===== src/rtl/spict_pkg.sv =====
// shared constants and carrier types of the serial controller with clock phase 1
package spict_pkg;
    // global control register field
    localparam int unsigned CTRL_EN_BIT    = 0;
    // format register fields
    localparam int unsigned FMT_PHASE_BIT  = 16;
    localparam int unsigned FMT_POL_BIT    = 17;
    localparam int unsigned FMT_PRESC_LSB  = 8;
    localparam int unsigned FMT_PRESC_MSB  = 15;
    // delay register fields
    localparam int unsigned DLY_C2T_LSB    = 24;
    localparam int unsigned DLY_C2T_MSB    = 31;
    localparam int unsigned DLY_T2C_LSB    = 16;
    localparam int unsigned DLY_T2C_MSB    = 23;
    // timing counts in bus-clock cycles
    localparam logic [9:0]  PRESC0_PERIOD  = 10'h002;
    localparam logic [9:0]  LEAD_EXTRA     = 10'h002;
    localparam logic [9:0]  LEAD_EXTRA_HLD = 10'h003;
    localparam logic [9:0]  TRAIL_EXTRA    = 10'h001;
    // reset values of the pins
    localparam logic        CS_N_RST       = 1'b1;
    localparam logic        SCLK_RST       = 1'b0;

    // decoded configuration travelling together
    typedef struct packed {
        logic       enable;
        logic       phase;
        logic       polarity;
        logic [7:0] prescale_value;
        logic [7:0] cs_to_clock_delay;
        logic [7:0] clock_to_cs_delay;
        logic       cs_hold_between_words;
    } spict_cfg_s;

    // sequencer states, gray along idle, lead, shift, trail
    typedef enum logic [1:0] {
        ST_IDLE  = 2'b00,
        ST_LEAD  = 2'b01,
        ST_SHIFT = 2'b11,
        ST_TRAIL = 2'b10
    } spict_state_e;
endpackage


===== src/rtl/spict_top.sv =====
// transmit fifo and clock-phase-1 serial controller sequencer
//
// Operation
// - controller bit 0 enables driving the bus only while format bit 16 is set
// - format bit 16 selects clock phase 1
// - period is prescale plus one bus clocks
// - prescale zero gives two bus-clock period
// - format bit 17 sets serial clock idle level
// - lead: half period, c2t delay, two cycles
// - polarity 1 with hold: three extra cycles
// - chip select held t2c plus one cycles
// - both delays come from delay register fields
`timescale 1ns/1ps

module spict_fifo #(
    parameter int unsigned W     = 16,
    parameter int unsigned DEPTH = 8
) (
    input  wire logic         CLOCK,
    input  wire logic         SRST,
    input  wire logic         in_valid,
    output logic              in_ready,
    input  wire logic [W-1:0] in_data,
    output logic              out_valid,
    input  wire logic         out_ready,
    output logic [W-1:0]      out_data
);
    localparam int unsigned AW = $clog2(DEPTH);

    // whole fifo state, storage included
    typedef struct packed {
        logic [DEPTH-1:0][W-1:0] mem;      // word storage
        logic [AW-1:0]           wr_ptr;   // next write slot
        logic [AW-1:0]           rd_ptr;   // next read slot
        logic [AW:0]             count;    // words held
        logic                    full;     // registered full flag
        logic                    empty;    // registered empty flag
        logic                    room;     // registered not-full, drives the ready port
    } fifo_st_s;

    fifo_st_s st_ff;     // registered state
    fifo_st_s nxt_st;    // next state
    logic     push;      // accepted write
    logic     pop;       // accepted read

    assign in_ready  = st_ff.room;
    assign out_valid = ~st_ff.empty;
    assign out_data  = st_ff.mem[st_ff.rd_ptr];
    assign push      = in_valid & ~st_ff.full;
    assign pop       = out_ready & ~st_ff.empty;

    // pointer and count update; flags registered so the ready port is a flop
    always_comb begin
        nxt_st = st_ff;
        if (push) begin
            nxt_st.mem[st_ff.wr_ptr] = in_data;
            nxt_st.wr_ptr            = st_ff.wr_ptr + AW'(1);
        end
        if (pop) begin
            nxt_st.rd_ptr = st_ff.rd_ptr + AW'(1);
        end
        // simultaneous push and pop leaves the count alone
        if (push && !pop) begin
            nxt_st.count = st_ff.count + (AW+1)'(1);
        end else if (pop && !push) begin
            nxt_st.count = st_ff.count - (AW+1)'(1);
        end
        nxt_st.full  = (nxt_st.count == (AW+1)'(DEPTH));
        nxt_st.empty = (nxt_st.count == '0);
        nxt_st.room  = ~nxt_st.full;
    end

    // state register
    always_ff @(posedge CLOCK) begin
        if (SRST) begin
            st_ff       <= '0;
            st_ff.empty <= 1'b1;
            st_ff.room  <= 1'b1;
        end else begin
            st_ff <= nxt_st;
        end
    end
endmodule // spict_fifo

module spict_top
    import spict_pkg::*;
#(
    parameter int unsigned WORD_W     = 16,
    parameter int unsigned FIFO_DEPTH = 8
) (
    input  wire logic              CLOCK,
    input  wire logic              SRST,
    input  wire logic [31:0]       GLOBAL_CONTROL_REG,
    input  wire logic [31:0]       FORMAT_REG,
    input  wire logic [31:0]       DELAY_REG,
    input  wire logic              CS_HOLD_BETWEEN_WORDS,
    input  wire logic [WORD_W-1:0] TX_DATA,
    input  wire logic              TX_VALID,
    output logic                   TX_READY,
    output logic [WORD_W-1:0]      RX_DATA,
    output logic                   RX_VALID,
    output logic                   BUSY,
    output logic                   SERIAL_CLOCK_PIN,
    output logic                   CONTROLLER_OUT_LINE,
    output logic                   CONTROLLER_OUT_OE,
    input  wire logic              CONTROLLER_IN_LINE,
    output logic                   CS_N
);
    import spict_pkg::*;

    localparam int unsigned BW = $clog2(WORD_W + 1);

    // whole sequencer state
    typedef struct packed {
        spict_state_e      state;   // sequencer state
        logic [9:0]        cnt;     // bus cycles left in current phase
        logic              half;    // 0: after leading edge, 1: after trailing
        logic [BW-1:0]     bitcnt;  // bits completed in the word
        logic [WORD_W-1:0] tx_sh;   // outgoing shift register
        logic [WORD_W-1:0] rx_sh;   // incoming shift register
        logic [WORD_W-1:0] rx_data; // last received word
        logic              rx_val;  // one-cycle word pulse
        logic              sclk;    // serial clock pin
        logic              mosi;    // data output pin
        logic              oe;      // pins driven
        logic              cs_n;    // chip select, active low
        logic              busy;    // not idle, kept as a flop for the port
    } core_st_s;

    core_st_s          st_ff;      // registered state
    core_st_s          nxt_st;     // next state
    spict_cfg_s        cfg;        // decoded configuration
    logic              fifo_valid; // a word waits
    logic              fifo_pop;   // take the waiting word
    logic [WORD_W-1:0] fifo_data;  // waiting word
    logic              go;         // start allowed
    logic [9:0]        period;     // serial period in bus clocks
    logic [9:0]        half1;      // first half period
    logic [9:0]        half2;      // second half period
    logic [9:0]        lead;       // cs to first edge count
    logic [9:0]        trail;      // last edge to cs release count

    // register fields pulled apart in one place
    always_comb begin
        cfg.enable                = GLOBAL_CONTROL_REG[CTRL_EN_BIT];
        cfg.phase                 = FORMAT_REG[FMT_PHASE_BIT];
        cfg.polarity              = FORMAT_REG[FMT_POL_BIT];
        cfg.prescale_value        = FORMAT_REG[FMT_PRESC_MSB:FMT_PRESC_LSB];
        cfg.cs_to_clock_delay     = DELAY_REG[DLY_C2T_MSB:DLY_C2T_LSB];
        cfg.clock_to_cs_delay     = DELAY_REG[DLY_T2C_MSB:DLY_T2C_LSB];
        cfg.cs_hold_between_words = CS_HOLD_BETWEEN_WORDS;
    end

    // transmit buffer; its full flag throttles the word source
    spict_fifo #(
        .W     (WORD_W),
        .DEPTH (FIFO_DEPTH)
    ) u_txq (
        .CLOCK     (CLOCK),
        .SRST      (SRST),
        .in_valid  (TX_VALID),
        .in_ready  (TX_READY),
        .in_data   (TX_DATA),
        .out_valid (fifo_valid),
        .out_ready (fifo_pop),
        .out_data  (fifo_data)
    );

    // period split and chip-select delays; odd periods give the extra cycle
    // to the second half, which keeps both halves within one bus cycle
    always_comb begin
        period = {2'b00, cfg.prescale_value} + 10'h001;
        if (cfg.prescale_value == 8'h00) begin
            period = PRESC0_PERIOD;
        end
        half1 = period >> 1;
        half2 = period - half1;
        lead  = half1 + {2'b00, cfg.cs_to_clock_delay} + LEAD_EXTRA;
        if (cfg.cs_hold_between_words && cfg.polarity) begin
            lead = half1 + {2'b00, cfg.cs_to_clock_delay} + LEAD_EXTRA_HLD;
        end
        trail = {2'b00, cfg.clock_to_cs_delay} + TRAIL_EXTRA;
    end

    // only controller mode with phase 1 runs
    assign go = cfg.enable & cfg.phase;

    // sequencer; counts load with n-1 so an event lands n edges later
    always_comb begin
        nxt_st        = st_ff;
        fifo_pop      = 1'b0;
        nxt_st.rx_val = 1'b0;
        nxt_st.oe     = go;
        case (st_ff.state)
            ST_IDLE: begin
                // clock rests at its idle level
                nxt_st.sclk = cfg.polarity;
                nxt_st.cs_n = 1'b1;
                if (go && fifo_valid) begin
                    fifo_pop      = 1'b1;
                    nxt_st.tx_sh  = fifo_data;
                    nxt_st.cs_n   = 1'b0;
                    nxt_st.cnt    = lead - 10'h001;
                    nxt_st.bitcnt = '0;
                    nxt_st.state  = ST_LEAD;
                end
            end
            ST_LEAD: begin
                if (st_ff.cnt == 10'h000) begin
                    // leading edge drives the first bit
                    nxt_st.sclk  = ~st_ff.sclk;
                    nxt_st.mosi  = st_ff.tx_sh[WORD_W-1];
                    nxt_st.tx_sh = {st_ff.tx_sh[WORD_W-2:0], 1'b0};
                    nxt_st.half  = 1'b0;
                    nxt_st.cnt   = half1 - 10'h001;
                    nxt_st.state = ST_SHIFT;
                end else begin
                    nxt_st.cnt = st_ff.cnt - 10'h001;
                end
            end
            ST_SHIFT: begin
                if (st_ff.cnt != 10'h000) begin
                    nxt_st.cnt = st_ff.cnt - 10'h001;
                end else if (!st_ff.half) begin
                    nxt_st.sclk   = ~st_ff.sclk;
                    nxt_st.rx_sh  = {st_ff.rx_sh[WORD_W-2:0], CONTROLLER_IN_LINE};
                    nxt_st.bitcnt = st_ff.bitcnt + BW'(1);
                    nxt_st.half   = 1'b1;
                    nxt_st.cnt    = half2 - 10'h001;
                    if (st_ff.bitcnt == BW'(WORD_W - 1)) begin
                        // last edge: word complete, start chip-select hold
                        nxt_st.rx_data = {st_ff.rx_sh[WORD_W-2:0], CONTROLLER_IN_LINE};
                        nxt_st.rx_val  = 1'b1;
                        // hold count loads at final edge
                        nxt_st.cnt     = trail - 10'h001;
                        nxt_st.state   = ST_TRAIL;
                    end
                end else begin
                    // next leading edge drives next bit
                    nxt_st.sclk  = ~st_ff.sclk;
                    nxt_st.mosi  = st_ff.tx_sh[WORD_W-1];
                    nxt_st.tx_sh = {st_ff.tx_sh[WORD_W-2:0], 1'b0};
                    nxt_st.half  = 1'b0;
                    nxt_st.cnt   = half1 - 10'h001;
                end
            end
            ST_TRAIL: begin
                if (st_ff.cnt != 10'h000) begin
                    nxt_st.cnt = st_ff.cnt - 10'h001;
                end else if (go && cfg.cs_hold_between_words && fifo_valid) begin
                    // chip select kept, next word leads in
                    fifo_pop      = 1'b1;
                    nxt_st.tx_sh  = fifo_data;
                    nxt_st.cnt    = lead - 10'h001;
                    nxt_st.bitcnt = '0;
                    nxt_st.state  = ST_LEAD;
                end else begin
                    nxt_st.cs_n  = 1'b1;
                    nxt_st.state = ST_IDLE;
                end
            end
            default: begin
                nxt_st.cs_n  = 1'b1;
                nxt_st.state = ST_IDLE;
            end
        endcase
        // losing controller mode aborts; a partial word is dropped
        if (!go) begin
            nxt_st.cs_n  = 1'b1;
            nxt_st.sclk  = cfg.polarity;
            nxt_st.state = ST_IDLE;
        end
        // busy registered so the port comes straight from a flop
        nxt_st.busy = (nxt_st.state != ST_IDLE);
    end

    // state register
    always_ff @(posedge CLOCK) begin
        if (SRST) begin
            st_ff       <= '0;
            st_ff.state <= ST_IDLE;
            st_ff.cs_n  <= CS_N_RST;
            st_ff.sclk  <= SCLK_RST;
        end else begin
            st_ff <= nxt_st;
        end
    end

    // every output straight from a state flop
    assign RX_DATA             = st_ff.rx_data;
    assign RX_VALID            = st_ff.rx_val;
    assign BUSY                = st_ff.busy;
    assign SERIAL_CLOCK_PIN    = st_ff.sclk;
    assign CONTROLLER_OUT_LINE = st_ff.mosi;
    assign CONTROLLER_OUT_OE   = st_ff.oe;
    assign CS_N                = st_ff.cs_n;
endmodule // spict_top


===== config.mk =====
export PLATFORM = sky130hd
export DESIGN_NAME = spict_top
export DESIGN_NICKNAME = d
export VERILOG_FILES = /design/src/rtl/spict_pkg.sv /design/src/rtl/spict_top.sv
export SDC_FILE = /design/constraint.sdc
export NUM_CORES = 1
export LEC_CHECK = 0
export BUFFER_PORTS_ARGS = -buffer_cell sky130_fd_sc_hd__buf_2
export CORE_MARGIN = 10
export CORE_UTILIZATION = 53
export DETAILED_ROUTE_END_ITERATION = 10
export PLACE_DENSITY = 0.85
export SYNTH_ARGS = -nofsm -noshare
export SYNTH_HDL_FRONTEND = slang
export SYNTH_HIERARCHICAL = 1
export SYNTH_SLANG_ARGS = --single-unit

===== constraint.sdc =====
create_clock -name CLOCK -period 3.98 [get_ports CLOCK]
set_input_delay 0.199 -clock CLOCK [delete_from_list [all_inputs] [get_ports CLOCK]]
set_output_delay 0.199 -clock CLOCK [all_outputs]
set_load 0.03 [all_outputs]

* Word level (Yosys, flattened, before mapping) *
Cells that the tools add are included.

storage, ports and cells
  register bits after elaboration = 213
  output and inout port bits = 23
  input bits = 117
  word-level logic and storage cells = 152

operators by class
  equality and inequality tests = 17
  bitwise gates (word level) = 11
  reduce and logical (&&, ||, !) cells = 29
  $add $sub $neg = 16
  order comparisons = 3
  multiplexer cells = 49

operator list
  kind                     number
  $bwmux W128              1
  $mux W16                 4
  $pmux W16 S4             1
  $mux W21                 3
  $mux W57                 1
  $mux W10                 5
  $bmux W16 S3             1
  $demux W16 S3            1
  $pmux W12 S4             1
  $mux W33                 1
  $sub A10 B1 Y10 const B  3
  $mux W12                 2
  $add A10 B2 Y10 const B  2
  $sub A9 B1 Y10 const B   2
  $add A8 B1 Y9 const B    2
  $mux W17                 1
  $ne A2 B2 Y1 const B     8
  $pmux W5 S3              1
  $mux W2                  6
  $reduce_and A3 Y1        4
  $reduce_and A6 Y1        2
  $mux W11                 1
  $add A9 B8 Y10           1
  $logic_not A10 Y1        1
  33 further kinds         70

* Logic depth before layout (Yosys ltp) *
  depth after elaboration = 12
  gate-level depth with buffers = 19
  gate-level depth less buffers = 19

* By module *
Netlist, hierarchy kept.

by module, submodules not included
  module      cells each  times used  area each (um^2)  seq. area each (um^2)
  spict_fifo  709         1           6223.5            2822.7
  spict_top   678         1           5267.6            1421.4

* Worst setup path before layout *
Ideal clock, no wire load.

  path type = in2reg
  from = input port FORMAT_REG[12]
  to = register, netlist name st_ff[67]
  setup time = 0.080 ns
  cell stages on the path = 16
  required time = 3.900 ns
  path slack = -0.233 ns
  buffers on the path = 0
  data arrival time = 4.133 ns
  path through = or4_1 nor2_1 nor2_1 mux2i_1 inv_1 fa_1 xor2_1 ha_1 a41oi_4 o21bai_4 or4_1 nor4_1 o311ai_1 xnor2_1 o21ai_1 a211oi_2

RTL lines
  item         line             RTL
  from (decl)  spict_top.sv:94  input wire logic [31:0] FORMAT_REG,

==> results.tsv <==
metric	value	unit
pwr-share-comb	18.1	%
register_area	4250	um2
mostFrequentLayoutCell	nand2_1	
arrival	3.98	ns
pwr-share-seq	42.8	%
holdCritPathClass	primary input to flip-flop	
finalWirelength	28.8	mm
track_usage	19.5	%
viasPerCell	5.79	
layout_worst_path_cycle_share	89.5	%
cts_root_buf	clkbuf_16	
cellInternalPower	3750	uW
p_leak	0.00458	uW
vdd_drop_max	540	uV
grt_max_degree	125	
cts_resized	0	
clk_latency	0.52	ns
drv_slew	0	
max_clock_freq	0.281	GHz
die_x	167	um
status	completed	
ys_ff_latch	212	
layout_common_cells	nand2_1, dfxtp_1, a21oi_1	
post_cts_buffers	0	
fin_crit	3.56	ns
drive_gt1_share	16.3	%
fin_setup_tns	0	ns
drc_errors	0	
area_growth	10.3	%
grt_pass1_vias	9590	
cts_tree	built	
ys_seq_area_share	36.9	%
multi_input_area	6540	um2
fin_cells	1704	
yosys_most_used_dff	dfxtp_1	
cts.sinks	212	
place_congestion	0.921	
criticalPathCategory	primary input to flip-flop	
syn_area	11500	um2
timing.final.hold_violations	0	
fin_nets	1573	
antenna_left	0	
antenna_found_initial	2	
power_density	411	nW/um2
h-tree-depth	1	
yosysUniqueCellTypes	84	
grt.overflow.total	0	
hpwl	19.2	mm
synth_cells	1387	
numCtsBuffers	23	
drt-pass1-iter-count	5	
drt-initial-drc-count	712	
start_util	54.3	%
clkTransAtPathRegs	0.06	ns
port_buffers	70	
startpoint_type	primary input	
synth_edf_count	0	
endpoint_kind	flip-flop	
die_y	167	um
async_flop_share	0	%
tightest_slew	1.10	ns
placed_cells	1651	
syn-num-nets	1547	
avgSynthCellArea	8.28	um2
rsz0062_at_grt	no	
wl_per_cell	16.9	um
cp.required	4.40	ns
row_count	53	
switching_power	1450	uW
synth-warning-count	6	
via_count	9868	
fin_skew	0.0164	ns
grt_pass1_wl	47.1	mm
filler_cell_count	1824	
finalSetupViolCount	0	
slew_headroom	26.0	%
clockBufferDepth	3	
pin_count	140	
cap_violations	0	
p_clk_share	39.1	%
fin_util	59.9	%
critPathMaxFanout	3	
switching_share	27.9	%
dieArea	28000	um2
fp.coreArea	21200	um2
## area by class of cell
class / instances / share of cell area, %
Clock buffer: 31 / 5.02
Multi-Input combinational cell: 1032 / 51.6
Timing Repair Buffer: 113 / 5.60
Sequential cell: 212 / 33.5
Antenna cell: 1 / 0.0197
Inverter: 31 / 0.918
Clock inverter: 9 / 0.612
Tap cell: 275 / 2.72
## metal layers
layer	vias to the layer above	share of wire [%]	GRT usage (%)
met5	-	0.042	0
met2	352	49	34.7
met3	60	7.8	3.23
met1	4636	40	23.2
met4	2	2.6	6.62
li1	4818	-	-
## path summary, 6_finish.rpt
path	startpoint	to	slack, ns	depth (start not counted)
max	FORMAT_REG[12]	st_ff[67]	0.42	17
min	TX_DATA[3]	u_txq/st_ff[64]	0.008	3
max reg2reg	st_ff[64]	u_txq/st_ff[2]	0.67	9
min reg2reg	RX_DATA[6]	RX_DATA[6]	0.45	2
## metrics by stage
step / setup slack, ns / instance area (um2) / total power (uW) / hold WS [ns]
2_1_floorplan: 0.00946 / 11500 / 2970 / 0.339
3_3_place_gp: 0.0476 / 11800 / 3150 / 0.437
3_5_place_dp: -0.0801 / 11800 / 3190 / 0.440
4_1_cts: 0.439 / 12700 / 5220 / 0.00183
5_1_grt: 0.223 / 12700 / 5410 / 0.0165
6_report: 0.419 / 12700 / 5200 / 0.00773
## cell usage after synthesis (5+ instances only)
cell type | n | share of area (%)
a211oi_1 | 21 | 1.4
a21oi_1 | 192 | 8.4
a22oi_1 | 17 | 1.1
a31oi_1 | 8 | 0.44
and3_1 | 8 | 0.44
buf_2 | 32 | 1.4
buf_4 | 30 | 2.0
clkbuf_1 | 45 | 1.5
dfxtp_1 | 212 | 37
ha_1 | 41 | 4.5
inv_1 | 31 | 1.0
mux2_2 | 19 | 1.9
mux2i_1 | 6 | 0.52
mux4_2 | 32 | 6.3
nand2_1 | 369 | 12
nand2b_1 | 10 | 0.54
nand3_1 | 21 | 0.91
nand3b_1 | 6 | 0.39
nor2_1 | 75 | 2.4
nor2b_1 | 9 | 0.49
nor3_1 | 13 | 0.57
o211ai_1 | 6 | 0.39
o21ai_0 | 21 | 0.91
o21ai_1 | 5 | 0.22
or2_2 | 6 | 0.33
xnor2_1 | 27 | 2.1
xor2_1 | 19 | 1.4
## flip-flops by register name, indices dropped and copies added (netlist names)
signal	flops
CS_N	1
RX_VALID	1
CONTROLLER_OUT_LINE	1
u_txq/st_ff	140
RX_DATA	16
CONTROLLER_OUT_OE	1
SERIAL_CLOCK_PIN	1
u_txq/in_ready	1
BUSY	1
st_ff	49
## repair_timing
action / 4_1_cts / 5_1_grt
endpoints found under the hold margin: 56 / 0
hold buffers: 12 / 0
endpoints found under the setup margin: 0 / 0
## cells by family (layout without fill, tap and decap cells)
family                     Yosys count  after routing  synth area share (%)
muxes                               57             57                  8.66
adders and majority gates           43             43                  4.81
xor gates and xnor gates            48             48                  3.90
buffers and inverters              143            184                  6.27
DFF                                212            212                  36.9
other                                0              1                     0
and+or+nand+nor                    556            556                  21.6
AOI/OAI and AO/OA                  328            328                  17.8
## worst max-delay path, stage by stage
cell      delay (ns)
buf_2           0.10
or4_1           0.59
nor2_1          0.13
nor2_1          0.06
mux2i_2         0.19
inv_2           0.07
fa_2            0.40
xor2_2          0.23
ha_1            0.23
a41oi_4         0.13
o21bai_4        0.20
or4_1           0.55
nor4_1          0.20
o311ai_1        0.19
xnor2_1         0.19
o21ai_1         0.09
a211oi_2        0.22
## power by group through the flow
stage               clock [uW]  sequential, uW  combinational, uW
finish                    2030            2230                942
global route              2140            2230               1030
CTS                       2060            2230                929
detailed placement           0            2270                913
global placement             0            2270                882
floorplan                    0            2260                708
(Power assumes the default switching activity.)
